<file path="src/inc/rlpc_regs.svh">
// register layout and constants for the lane power control register
`ifndef RLPC_REGS_SVH
`define RLPC_REGS_SVH
`define RLPC_REG_ADDR 8'h09
`define RLPC_BIT_LANE_SWAP 7
`define RLPC_BIT_POLARITY 6
`define RLPC_BIT_RSVD 5
`define RLPC_BIT_ACT_DET 4
`define RLPC_BIT_PWR_DOWN 3
`define RLPC_BIT_HPD_AUTO 2
`define RLPC_RATE_LSB 0
`define RLPC_RATE_RESET 2'h2
`define RLPC_RATE_5K 2'h0
`define RLPC_RATE_10K 2'h1
`define RLPC_RATE_100K 2'h2
`define RLPC_RATE_400K 2'h3
`define RLPC_PIN_STRAP_MODE 1'h0
`endif

</file>
<file path="src/inc/rlpc_pkg.sv">
// types shared by the lane power control block
package rlpc_pkg;
  typedef enum logic [1:0] {
    RLPC_RATE_5K,
    RLPC_RATE_10K,
    RLPC_RATE_100K,
    RLPC_RATE_400K
  } rlpc_rate_t;

  typedef struct packed {
    logic polarity_swap;
    logic activity_detect_enable;
    logic forced_power_down;
    logic [1:0] serial_bus_rate_select;
  } rlpc_ctrl_t;

  typedef struct packed {
    logic wr_en;
    logic rd_en;
    logic [7:0] addr;
    logic [7:0] wdata;
  } rlpc_req_t;
endpackage : rlpc_pkg

</file>
<file path="src/verilog/rlpc_sync.sv">
// three-stage pin synchroniser with agreement filter
`timescale 1ns/10ps
`default_nettype none
module rlpc_sync (
  input wire logic ref_clk_in,
  input wire logic reset_in,
  input wire logic pin_in,
  output logic level_out
);
  logic s1;
  logic s2;
  logic s3;
  logic lvl;
  logic next_lvl;

  // the first stage feeds only the second
  always_comb begin
    next_lvl = lvl;
    if (s2 == s3) begin
      next_lvl = s2;
    end
  end

  always_ff @(posedge ref_clk_in or posedge reset_in) begin
    if (reset_in) begin
      s1 <= 1'h0;
      s2 <= 1'h0;
      s3 <= 1'h0;
      lvl <= 1'h0;
    end else begin
      s1 <= pin_in;
      s2 <= s1;
      s3 <= s2;
      lvl <= next_lvl;
    end
  end

  assign level_out = lvl;
endmodule : rlpc_sync
`default_nettype wire

</file>
<file path="src/verilog/rlpc_lane_power_ctrl.sv">
// lane power control register with strap loading and lane controls
//
// Operation
// [RULE_01] polarity swap at 1 inverts data and clock lanes, retimer mode only
// [RULE_02] polarity swap at 0, its default, passes lanes unchanged
// [RULE_03] polarity loads from strap pin; host writes dropped in pin-strap mode
// [RULE_04] detect enable at 0 keeps detector off, receiver always normal
// [RULE_05] detect enable at 1 puts receiver in standby when no valid data
// [RULE_06] detect enable loads from strap pin; host writes dropped in pin-strap mode
// [RULE_07] power-down at 1 forces lowest power state; 0 means normal
// [RULE_08] rate field: 00 5k, 01 10k, 10 100k default, 11 400k
// [RULE_09] reserved bit reads zero, writes ignored
`timescale 1ns/10ps
`default_nettype none
`include "rlpc_regs.svh"
module rlpc_lane_power_ctrl #(
  parameter int LANES = 4
) (
  input wire logic ref_clk_in,
  input wire logic reset_in,
  input wire rlpc_pkg::rlpc_req_t req_in,
  output logic [7:0] rdata_out,
  output logic rvalid_out,
  input wire logic if_select_strap_in,
  input wire logic polarity_strap_in,
  input wire logic activity_detect_strap_in,
  input wire logic retimer_mode_in,
  input wire logic clock_activity_in,
  input wire logic [LANES-1:0] lane_in,
  output logic [LANES-1:0] lane_out,
  output logic receiver_standby_out,
  output logic power_down_out,
  output rlpc_pkg::rlpc_ctrl_t ctrl_out
);
  import rlpc_pkg::*;

  // ----------------------------------------
  // pin synchronisers
  // ----------------------------------------
  logic if_sel;
  logic pol_pin;
  logic act_pin;
  logic activity;

  rlpc_sync u_sync_sel (
    .ref_clk_in(ref_clk_in),
    .reset_in(reset_in),
    .pin_in(if_select_strap_in),
    .level_out(if_sel)
  );
  rlpc_sync u_sync_pol (
    .ref_clk_in(ref_clk_in),
    .reset_in(reset_in),
    .pin_in(polarity_strap_in),
    .level_out(pol_pin)
  );
  rlpc_sync u_sync_act (
    .ref_clk_in(ref_clk_in),
    .reset_in(reset_in),
    .pin_in(activity_detect_strap_in),
    .level_out(act_pin)
  );
  rlpc_sync u_sync_clk (
    .ref_clk_in(ref_clk_in),
    .reset_in(reset_in),
    .pin_in(clock_activity_in),
    .level_out(activity)
  );

  // ----------------------------------------
  // register state
  // ----------------------------------------
  rlpc_ctrl_t ctrl;
  rlpc_ctrl_t next_ctrl;
  logic [7:0] rdata;
  logic [7:0] next_rdata;
  logic rvalid;
  logic next_rvalid;
  logic hit;
  logic pin_mode;

  assign hit = (req_in.addr == `RLPC_REG_ADDR);
  assign pin_mode = (if_sel == `RLPC_PIN_STRAP_MODE);

  always_comb begin
    next_ctrl = ctrl;
    next_rdata = rdata;
    next_rvalid = 1'h0;
    // in pin-strap mode the straps own these fields continuously
    if (pin_mode) begin
      next_ctrl.polarity_swap = pol_pin; // see [RULE_03]
      next_ctrl.activity_detect_enable = act_pin; // see [RULE_06]
    end
    if (req_in.wr_en && hit) begin
      if (!pin_mode) begin
        next_ctrl.polarity_swap = req_in.wdata[`RLPC_BIT_POLARITY]; // see [RULE_03]
        next_ctrl.activity_detect_enable = req_in.wdata[`RLPC_BIT_ACT_DET]; // see [RULE_06]
      end
      next_ctrl.forced_power_down = req_in.wdata[`RLPC_BIT_PWR_DOWN]; // see [RULE_07]
      next_ctrl.serial_bus_rate_select = req_in.wdata[`RLPC_RATE_LSB +: 2]; // see [RULE_08]
    end
    if (req_in.rd_en) begin
      // a read straight after an answered read gets no answer, so two answers never merge
      next_rvalid = !rvalid;
      next_rdata = 8'h00;
      // unmapped addresses and the reserved bit both read zero
      if (hit) begin
        next_rdata[`RLPC_BIT_POLARITY] = ctrl.polarity_swap;
        next_rdata[`RLPC_BIT_RSVD] = 1'h0; // see [RULE_09]
        next_rdata[`RLPC_BIT_ACT_DET] = ctrl.activity_detect_enable;
        next_rdata[`RLPC_BIT_PWR_DOWN] = ctrl.forced_power_down;
        next_rdata[`RLPC_RATE_LSB +: 2] = ctrl.serial_bus_rate_select;
      end
    end
  end

  always_ff @(posedge ref_clk_in or posedge reset_in) begin
    if (reset_in) begin
      ctrl.polarity_swap <= 1'h0; // see [RULE_02]
      ctrl.activity_detect_enable <= 1'h0; // see [RULE_04]
      ctrl.forced_power_down <= 1'h0;
      ctrl.serial_bus_rate_select <= `RLPC_RATE_RESET; // see [RULE_08]
      rdata <= 8'h00;
      rvalid <= 1'h0;
    end else begin
      ctrl <= next_ctrl;
      rdata <= next_rdata;
      rvalid <= next_rvalid;
    end
  end

  // ----------------------------------------
  // lane and power controls
  // ----------------------------------------
  logic [LANES-1:0] lanes;
  logic [LANES-1:0] next_lanes;
  logic standby;
  logic next_standby;
  logic pd;
  logic next_pd;

  always_comb begin
    next_lanes = lane_in; // see [RULE_02]
    // redriver mode never inverts, the swap only exists on the retimed path
    if (ctrl.polarity_swap && retimer_mode_in) begin
      next_lanes = ~lane_in; // see [RULE_01]
    end
    next_standby = ctrl.activity_detect_enable && !activity; // see [RULE_04] see [RULE_05]
    next_pd = ctrl.forced_power_down; // see [RULE_07]
  end

  always_ff @(posedge ref_clk_in or posedge reset_in) begin
    if (reset_in) begin
      lanes <= '0;
      standby <= 1'h0;
      pd <= 1'h0;
    end else begin
      lanes <= next_lanes;
      standby <= next_standby;
      pd <= next_pd;
    end
  end

  assign lane_out = lanes;
  assign receiver_standby_out = standby;
  assign power_down_out = pd;
  assign ctrl_out = ctrl;
  assign rdata_out = rdata;
  assign rvalid_out = rvalid;
endmodule : rlpc_lane_power_ctrl
`default_nettype wire

</file>
<file path="config.mk">
export PLATFORM = sky130hd
export DESIGN_NAME = rlpc_lane_power_ctrl
export DESIGN_NICKNAME = d
export VERILOG_FILES = /design/src/inc/rlpc_pkg.sv /design/src/verilog/rlpc_sync.sv /design/src/verilog/rlpc_lane_power_ctrl.sv
export VERILOG_INCLUDE_DIRS = /design/src /design/src/inc
export SDC_FILE = /design/constraint.sdc
export NUM_CORES = 1
export LEC_CHECK = 0
export ABC_AREA = 1
export BUFFER_PORTS_ARGS = -buffer_cell sky130_fd_sc_hd__buf_2
export CAP_MARGIN = 20
export CORE_ASPECT_RATIO = 1.75
export CORE_UTILIZATION = 49
export CTS_BUF_LIST = sky130_fd_sc_hd__clkbuf_2
export DETAILED_ROUTE_END_ITERATION = 16
export PLACE_DENSITY = 0.92
export SKIP_CTS_REPAIR_TIMING = 1
export SLEW_MARGIN = 5
export SYNTH_ARGS = -nofsm -noshare
export SYNTH_HDL_FRONTEND = slang
export SYNTH_HIERARCHICAL = 1
export SYNTH_SLANG_ARGS = --single-unit
</file>
<file path="constraint.sdc">
create_clock -name ref_clk_in -period 1.2 [get_ports ref_clk_in]
set_input_delay 0.18 -clock ref_clk_in [delete_from_list [all_inputs] [get_ports ref_clk_in]]
set_output_delay 0.18 -clock ref_clk_in [all_outputs]
set_load 0.03 [all_outputs]
</file>
* After elaboration in Yosys (flattened, before gate mapping)
Cells that the tools add are included.
** Cells by class
- Equality and inequality tests :: 5
- Bitwise logic cells :: 1
- Reductions and logical operators :: 5
- Multiplexer cells :: 7
** Operator list (number)
- equality test 8 x 4 -> 1 bit, second input constant :: 1
- 2-to-1 mux 4 bit :: 2
- 2-to-1 mux 2 bit :: 3
- 2-to-1 mux 5 bit :: 1
- equality test 1 bit :: 4
- inverter 4 bit :: 1
- logical AND 1 bit :: 3
- logical NOT 1 bit :: 2
- 2-to-1 mux 1 bit :: 1
** Storage, ports and cells
- Output and inout port bits :: 20
- Input port bits :: 29
- Logic and storage cells :: 43
- Register bits :: 34

* Depth between registers and ports, before layout
Gate-level depths: netlist (run 1).
- Depth after elaboration :: 3
- Depth in mapped cells :: 7
- Mapped depth without buffers :: 7

* Hierarchy
Netlist (run 1), hierarchy kept.
** By module, submodules not included
- rlpc_lane_power_ctrl :: area an instance 780.7 sq um, cells an instance 91, seq. area each 426.7 sq um, instances 1
- rlpc_sync :: area an instance 120.1 sq um, cells an instance 9, seq. area each 100.1 sq um, instances 4

* Least setup slack after synthesis (run 1)
Ideal clock, no wire load.
- Path type :: reg-to-reg
- Start :: register ctrl, in the netlist ctrl_out[4]
- End :: register lanes[0], in the netlist lane_out[0]
- Setup slack :: 0.202 ns
- Data arrival time :: 0.874 ns
- Clock period less this slack :: 0.998 ns
- Stages on the path, launching flop included :: 3
- Buffers on the path :: 0
- Setup time :: 0.124 ns
- Required time :: 1.076 ns
- Cell sequence :: dfrtp_1 -> nand2_1 -> xnor2_1
** Between the ends
- Longest elaborated chain between the ends :: 2
** Ends and longest elaborated chain
- start, declared :: line rlpc_lane_power_ctrl.sv:73 : rlpc_ctrl_t ctrl;
- start signal, assigned :: line rlpc_lane_power_ctrl.sv:126 : ctrl <= next_ctrl;
- logical AND 1 bit :: line rlpc_lane_power_ctrl.sv:145 : if (ctrl.polarity_swap && retimer_mode_in) begin
- 2-to-1 mux 4 bit :: line rlpc_lane_power_ctrl.sv:145
- named net next_lanes[0] :: line rlpc_lane_power_ctrl.sv:136 : logic [LANES-1:0] next_lanes;
- end signal, assigned :: line rlpc_lane_power_ctrl.sv:158 : lanes <= next_lanes;
- end, declared :: line rlpc_lane_power_ctrl.sv:135 : logic [LANES-1:0] lanes;
The timed path passes the listed nets, and every way through them passes these cells.
A chain may end at the register's enable or synchronous reset.

* Worst setup path after layout (run 1)
- Start :: register ctrl, in the netlist ctrl_out[1]
- End :: output ctrl_out[1] (netlist bit)
** RTL lines
- end, declared :: line rlpc_lane_power_ctrl.sv:33 : output rlpc_pkg::rlpc_ctrl_t ctrl_out
No word-level cell between the ends.

==> results of run 1 <==
-- through the flow --
| stage | setup TNS, ns | hold WS, ns |
|---|---|---|
| after CTS | -0.172 | -0.316 |
| after floorplan | 0 | -0.0539 |
| after global placement | 0 | 0.103 |
| after detailed placement | 0 | 0.107 |
| after global routing | -0.105 | 0.00956 |
| final | -0.0490 | 0.0322 |
-- report_power, final --
part / total, W / internal, W / switching, W / leakage, nW
Sequential: 0.00124 / 0.00119 / 0.0000432 / 0.406
Combinational: 0.000409 / 0.000163 / 0.000246 / 0.501
Clock: 0.000703 / 0.000356 / 0.000347 / 0.0406
Total: 0.00235 / 0.00171 / 0.000636 / 0.947
-- worst min-delay path by stage --
stage                     startpoint                                to  slack [ns]
final                      req_in[3]               next_pd$_DFFE_PP0P_        0.03
after global routing       req_in[3]               next_pd$_DFFE_PP0P_        0.01
after CTS                   reset_in  u_sync_sel/level_out$_DFFE_PP0N_       -0.32
after detailed placement    reset_in  u_sync_sel/level_out$_DFFE_PP0N_        0.11
after global placement      reset_in           u_sync_pol/s1$_DFF_PP0_        0.10
after floorplan             reset_in  u_sync_act/level_out$_DFFE_PP0N_       -0.05
-- routing by layer --
layer | up-vias | GRT usage, %
li1 | 493 | -
met1 | 471 | 18.8
met2 | 34 | 34.7
met3 | 12 | 8.04
met4 | 0 | 11.1
met5 | - | 0
-- kinds of logic (layout without fill, tap and decap cells) --
group / count (synthesis) / in the layout
AOI/OAI and AO/OA: 11 / 11
and+or+nand+nor: 54 / 54
DFF: 33 / 33
other: 1 / 3
buffers and inverters: 24 / 85
xor gates and xnor gates: 4 / 4
-- worst reg2reg max path: cells and delay by family, from the launching register on --
| family | cells | cell delay [ns] |
|---|---|---|
| buffers and inverters | 1 | 0.15 |
| flip-flops | 1 | 0.44 |
| AND/OR/NAND/NOR | 1 | 0.18 |
| XOR/XNOR | 1 | 0.16 |
-- cell type report --
class,count,area [sq um]
clock inverters,2,33.8
multi-input cells,72,335
repair buffers,57,375
flip-flops and latches,33,827
well taps,26,32.5
fillers,188,752
clock buffers,6,30.0
inverters,20,76.3
-- cells in the final DEF, fill, tap and decap left out --
cell	n
sky130_fd_sc_hd__a21boi_0	1
sky130_fd_sc_hd__a21oi_1	4
sky130_fd_sc_hd__buf_2	38
sky130_fd_sc_hd__buf_4	4
sky130_fd_sc_hd__buf_6	4
sky130_fd_sc_hd__bufinv_16	1
sky130_fd_sc_hd__clkbuf_2	6
sky130_fd_sc_hd__clkinv_1	1
sky130_fd_sc_hd__clkinv_2	1
sky130_fd_sc_hd__conb_1	3
sky130_fd_sc_hd__dfrtp_1	32
sky130_fd_sc_hd__dfstp_2	1
sky130_fd_sc_hd__dlygate4sd3_1	11
sky130_fd_sc_hd__inv_1	17
sky130_fd_sc_hd__inv_2	2
sky130_fd_sc_hd__nand2_1	37
sky130_fd_sc_hd__nand2_2	2
sky130_fd_sc_hd__nand3_1	2
sky130_fd_sc_hd__nand3_4	1
sky130_fd_sc_hd__nor2_1	11
sky130_fd_sc_hd__nor2_4	1
sky130_fd_sc_hd__o21ai_1	6
sky130_fd_sc_hd__xnor2_1	4
==> results, run 1 <==
- The flow ran to the end, but the final reports show violations.
- The final reports fail on negative setup slack.
- Summing the areas of all xor and xnor instances in the mapped netlist gives about 2.8% of the synthesized area.
- The max-cap violation count is 0.
- The detailed router placed ~1000 vias in this run.
- Of all cell types, the one taking the most synthesized area is sky130_fd_sc_hd__dfrtp_1.
- The termination of the worst setup path is ctrl_out[1].
- The number of global-route vias before repair was 1005.
- The layout cell share with drive strength beyond 1 is 32.1%.
- The cell area that synthesis handed to floorplanning was between 1000 and 1500 sq um.
- The number of antenna violations at the first check in global routing is 0.
- Entering global routing, the biggest net connects 18 pins.
- The mean cell area of the mapped netlist is approximately 9.9 sq um.
- Timing analysis after detailed placement gives a worst setup slack of 0.227 ns.
- The number of standard cells after synthesis is roughly 130.
- The placed instance count is between 150 and 200.
- The buffer cell driving the clock tree root is sky130_fd_sc_hd__clkbuf_2.
- The async set-or-reset flop fraction in the synthesized netlist is between 90% and 100%.
- Among all cell types in the netlist, the one instantiated most often is sky130_fd_sc_hd__nand2_1.
- The worst supply voltage drop on vdd is between 1 and 1.5 mV.
- The number of non-filler instances in the completed layout is approximately 220.
- The worst register-to-register path begins at ctrl_out[4]$_DFF_PP0_.
- The number of flip-flops in the largest register is 5.
- The post-synthesis mux area share is 0%.
- The worst setup path is of the reg -> out kind.
- The standby leakage power is approximately 0.95 nW.
- The height of the die is roughly 69 um.
- The TritonCTS clock tree is done.
- The count of different cell masters after synthesis is 17.
- The sequential cell area fraction in the yosys report is 65.6%.
- The area share of the largest cell type after synthesis is about 63%.
- The synthesized netlist devotes under 10% of its cell area to compound gates.
- Clock-pin slew was measured on the worst setup and hold paths at approximately 0.16 ns.
- In this run, the number of DRC markers left after iteration 0 of detailed routing was 8.
- With fillers left out, the area of the finished cells amounts to around 1700 sq um.
- The vias per cell is roughly 4.7.
- The maximum clock path buffer count is 2.
- The buffer and inverter count on the worst path is 1.
- The first TritonRoute pass finished after 4 iterations.
- The first global-routing pass estimated 3960 um of wire.
- For this run the aggregate overflow at the end of global routing stands at 0.
- The cell area after placement is approximately 1500 sq um.
- The category of the worst setup path launch point is a register.
- The sum of net half-perimeters after detailed placement is around 1800 um.
- The type of the most critical hold path is in -> reg.
- The required time of the critical path is about 1.0 ns.
- Buffers placed on the I/O ports in this run total 42.
- For this run, the leading register cell type out of synthesis is sky130_fd_sc_hd__dfrtp_1.
- The top routing layer in use is met4.
- The instance count on the critical path is 1.
- The number of clock buffers added by TritonCTS is 5.
- The routed wire length on met2 is 1400 um.
- In the routed design, unresolved DRC markers number 0.
- At the end of routability-driven placement, the weighted congestion stood at ~0.8.
- The capture point of the worst reg-to-reg path is lane_out[3]$_DFF_PP0_.
- Summing the areas of all fa, ha and maj instances in the mapped netlist gives 0% of the synthesized area.
- The cell at the slowest stage of the critical path is sky130_fd_sc_hd__dfstp_2.
- The horizontal extent of the die is 40.4 um.
- The commonest cells after synthesis are sky130_fd_sc_hd__nand2_1, sky130_fd_sc_hd__dfrtp_1, sky130_fd_sc_hd__inv_1.
- The total design power is 0.00235 W.
- Compared with the post-synthesis result, the final layout area differs by 35.6%.
- The share of synthesized cell area in and, or, nand and nor gates is 18.4%.
- The length of routed wiring on met1 is roughly 830 um.
- Traced cell by cell, the critical path runs through buf_6.
- The startpoint of the worst setup timing path is ctrl_out[1]$_DFFE_PP1P_.
- In this run, synthesis produced a sequential element count of 33.
- The region available for standard cell placement spans 2460 sq um.
- After synthesis, the cell types taking the most area are sky130_fd_sc_hd__dfrtp_1, sky130_fd_sc_hd__nand2_1, sky130_fd_sc_hd__inv_1.
- At the end of the flow, the number of nets in the layout was between 200 and 250.
- The deepest level of the CTS H-tree is 2.
- The number of slew-limit violations in the final report is 0.
- The reg-to-reg setup timing slack is around 0.19 ns.
- The routed wire length per instance is 11.3 um.
- The cell class contributing the biggest share of worst-path delay is flip-flops.
- After detailed routing, the total wire length is between 2000 and 2500 um.
- The total clock sinks is 33.
- The critical path data arrival time is roughly 1.1 ns.
- The total of warnings raised by yosys is 6.
- The number of inserted diodes is 0.
- The aggregate global-route resource usage is between 20% and 30%.
- The die covers about 2800 sq um.
- The worst clock skew on the final layout is roughly 0.022 ns.
- Measured in cells, the most critical reg-to-reg path has a length of 3.
- After layout, the worst setup slack is -0.0490 ns.
- The number of cells on the worst hold path is 3.
- The final count of hold timing violations was 0.
- The number of failing setup endpoints in the final timing report is 1.
- For this design the top-level I/O count stands at a little under 50.
- The top fanout value on the critical path is 3.
- Once the floorplan was initialized, standard cells occupied around 51% of the core.
- The dominant combinational cell family by area after synthesis is simple AND/OR/NAND/NOR gates.
- The number of flops mapped to enable cells by yosys is 0.
- The worst setup path is captured at a primary output.
- The site row count is 24.
- After layout, the minimum clock period comes to 1.25 ns.
- The clock latency on the worst-skew pair is ~0.37 ns.
- Detailed routing placed a total of 121 um of wire on met3.
- The highest clock frequency the design can meet is approximately 800 MHz.
- The power density over the cells is 1370 nW/um^2.
- The biggest cell delay along the critical path is about 0.58 ns.
- Setup repair after global routing could not meet its margin everywhere.
- In this run the remaining antenna-violating nets after routing total 0.
- The share of the clock period used by the worst path is 104%.
- For this run, the share of the core covered by cells in the final layout is 69.5%.
Note: power is estimated with default switching activity, not from simulation.
==> run 2: changes to the inputs <==
- ABC_AREA: 1 -> 0
- PLACE_DENSITY: 0.92 -> 0.93
- SLEW_MARGIN: 5 -> 0
==> run 2 against run 1 <==
Compared with the run above: the flow still finishes with violations (negative setup slack); core utilization is 2.7 points higher; synthesized area is 5.0% lower; combinational power down 5.1%; clock skew increased by 0.0052 ns; sequential share of layout area increased by 1.4 points; critical endpoint unchanged; highest routed layer unchanged.
==> results, run 2 <==
- Measured along the x axis, the die boundary spans around 39 um.
- After synthesis, the cell types taking the most area are sky130_fd_sc_hd__dfrtp_1, sky130_fd_sc_hd__maj3_2, sky130_fd_sc_hd__inv_1.
- The number of non-filler instances in the completed layout is 175.
- In this run the remaining antenna-violating nets after routing total 0.
- The final net count is between 150 and 200.
- After the first detailed-routing iteration, the DRC count stood at 16.
- The height of the die is 67.4 um.
- The aggregate global-route resource usage is around a fifth.
- The die covers ~2700 sq um.
- In this run the standard cell core region covers ~2300 sq um.
- The DRC violation count after routing is 0.
- 49 I/O pins were placed.
- The total of buffers placed on input and output ports is 42.
- In this run, distinct cell masters in the synthesized netlist total 18.
- The launch instance of the worst register-to-register path is u_sync_sel/level_out$_DFFE_PP0N_.
- For this run the aggregate overflow at the end of global routing stands at 0.
- The startpoint of the worst setup timing path is ctrl_out[1]$_DFFE_PP1P_.
- Setup repair after global routing could not meet its margin everywhere.
- The detailed-router iteration count before antenna repair is 4.
- In the post-route analysis, the smallest setup slack over all paths is -0.0862 ns.
- The highest clock frequency the design can meet is between 700 and 800 MHz.
- The flow ran to the end, but the final reports show violations.
- The number of antenna violations at the first check in global routing is 0.
- STA classifies the critical path endpoint as a primary output.
- The TritonCTS clock tree is done.
- In the routed layout, each cell is associated on average with a via count of 5.01.
- The top cell type by area accounts for between 60% and 70% of the synthesized area.
- The number of flip-flops in the largest register is 5.
- The instance count on the critical path is 1.
- Power spread over the standard cell area amounts to 1300 nW/um^2.
- The library cell used most frequently in the layout, excluding fill and tap cells, is sky130_fd_sc_hd__dfrtp_1.
- The cell at the slowest stage of the critical path is sky130_fd_sc_hd__dfstp_2.
- The layout cell share with drive strength beyond 1 is 44.0%.
- The number of standard cells after synthesis is between 80 and 90.
- The cell class contributing the biggest share of worst-path delay is flip-flops.
- The first-pass GRT wire length is approximately 3500 um.
- The register clock-pin slew on the reported worst setup and hold paths is 0.18 ns.
- The floorplan has 23 rows.
- The critical path data arrival time is 1.11 ns.
- In this design, the stage delay of the slowest critical-path cell is slightly below 0.6 ns.
- The worst supply voltage drop on vdd is roughly 0.85 mV.
- In the final routed layout, each cell accounts on average for between 15 and 20 um.
- Once the floorplan was initialized, standard cells occupied a little over half of the core.
- The count of state elements after synthesis is 33.
- The max-cap violation count is 0.
- The placer congestion estimate is 0.767.
- The final reports fail on negative setup slack.
- In the layout the commonest cells are sky130_fd_sc_hd__dfrtp_1, sky130_fd_sc_hd__buf_2, sky130_fd_sc_hd__dlygate4sd3_1, sky130_fd_sc_hd__inv_1.
- The type of the most critical hold path is in -> reg.
- By count the netlist is led by sky130_fd_sc_hd__dfrtp_1, sky130_fd_sc_hd__inv_1, sky130_fd_sc_hd__nand2_1.
- The worst slack at placement is -0.158 ns.
- Counting cells, the worst reg-to-reg path comes to 3.
- The largest net degree at the start of global routing is 12.
- The most critical setup path has its endpoint at ctrl_out[1].
- The number of inserted diodes is 0.
- The total clock sinks is 33.
- The buffer and inverter count on the worst path is 1.
- Once placement completed, the tool counted placed cells totaling between 150 and 200.
- The clock passes through at most 2 buffers.
- The number of failing setup endpoints in the final timing report is 3.
- The top fanout value on the critical path is 3.
- The post-synthesis cell type with the largest combined area is sky130_fd_sc_hd__dfrtp_1.
- Buffers inserted during clock tree synthesis total 5.
- The final count of hold timing violations is 0.
- The clock latency on the worst-skew pair is about 0.39 ns.
- The final critical path time including I/O delays and setup is roughly 1.3 ns.
- The number of slew-limit violations in the final report is 0.
- The most used flip-flop cell after synthesis is sky130_fd_sc_hd__dfrtp_1.
- The total of warnings raised by yosys is 6.
- The standby leakage power is around 0.81 nW.
- Summing the sequential cell areas from Yosys gives between 60% and 70% of the chip area.
- Walking the worst path, the cells encountered are buf_6.
- The routed layout has 877 vias.
- The tree is rooted in a sky130_fd_sc_hd__clkbuf_2.
- The share of the clock period used by the worst path is 107%.
- The worst register-to-register path has a setup slack of 0.10 ns.
- Counting flops with a built-in enable in the synthesized netlist gives 0.
- After synthesis, the share of flip-flops with an asynchronous set or reset is 100%.
- In this run the cell area of the synthesized design comes to approximately 1200 sq um.
- The total wire length is roughly 2800 um.
- The synthesis-to-layout area growth is 38.6%.
- The number of global-route vias before repair is 800.
- At the worst endpoint, the required time is about 1 ns.
- The sum of net half-perimeters after detailed placement is 1820 um.
- The dominant cell by count in the synthesized netlist is sky130_fd_sc_hd__dfrtp_1.
- The setup path with the least slack is of type reg -> out.
- For the final routed database, the setup TNS stands at -0.0912 ns.
- The category of the worst setup path launch point is a register.
- The worst clock skew on the final layout is approximately 0.027 ns.
- The deepest level of the CTS H-tree is 2.
- The mean cell area of the mapped netlist is 13.8 sq um.
[run 2: changes by cell type after synthesis, sizes merged, moves of 3 or more]
cell | previous run | this run
nor2 | 12 | 0
mux2 | 0 | 3
nor2b | 0 | 4
o21ai | 6 | 0
inv | 19 | 10
nand2 | 39 | 7
maj3 | 0 | 4
a21oi | 4 | 0
o22ai | 0 | 5
[run 2: final cells by class]
| class | instances | area, sq um |
|---|---|---|
| Clock inverter | 3 | 17.5 |
| Clock buffer | 5 | 25.0 |
| Tap cell | 25 | 31.3 |
| Inverter | 10 | 37.5 |
| Fill cell | 162 | 641 |
| Timing Repair Buffer | 58 | 415 |
| Multi-Input combinational cell | 41 | 308 |
| Sequential cell | 33 | 827 |
[run 2: metal layers]
layer,share of wire [%],vias up,wire [um],GRT usage (%)
met2,57,33,1600,32.9
met1,36,429,1000,21.2
met4,2.9,0,81,11.6
li1,-,406,-,-
met3,4.3,9,122,8.88
met5,0,-,0,0
[run 2: where the power goes]
part	switching [W]	internal (W)	total (W)
sequential	0.0000538	0.00119	0.00125
combinational	0.000218	0.000170	0.000388
clock	0.000390	0.000136	0.000525
[run 2: worst min-delay path by stage]
stage / to / cells after the start / slack (ns) / startpoint
2_1_floorplan: u_sync_act/level_out$_DFFE_PP0N_ / 1 / -0.05 / reset_in
3_3_place_gp: u_sync_sel/s3$_DFF_PP0_ / 2 / 0.11 / reset_in
3_5_place_dp: u_sync_clk/s3$_DFF_PP0_ / 2 / 0.12 / reset_in
4_1_cts: u_sync_clk/s2$_DFF_PP0_ / 2 / -0.32 / reset_in
5_1_grt: ctrl_out[1]$_DFFE_PP1P_ / 2 / 0.005 / req_in[1]
6_report: ctrl_out[1]$_DFFE_PP1P_ / 2 / 0.02 / req_in[1]
[run 2: metrics by stage]
stage	power (W)	area [sq um]	hold WS, ns	util, %
floorplan	0.00146	1210	-0.0539	-
CTS	0.00209	1480	-0.317	64.2
global placement	0.00157	1440	0.111	62.4
finish	0.00216	1660	0.0152	72.2
detailed placement	0.00159	1440	0.122	62.4
global route	0.00224	1660	0.00484	72.2
[run 2: logic make-up (layout without fill, tap and decap cells)]
logic type      after synthesis  count (layout)  synth area share [%]
xor+xnor                      4               4                  2.92
other cells                   1               3                 0.313
compound gates                7               7                  4.28
buf+inv                      15              76                  5.95
fa+ha+maj                     4               4                  3.76
mux                           3               3                  2.82
simple gates                 20              20                  11.0
flops                        33              33                  69.0
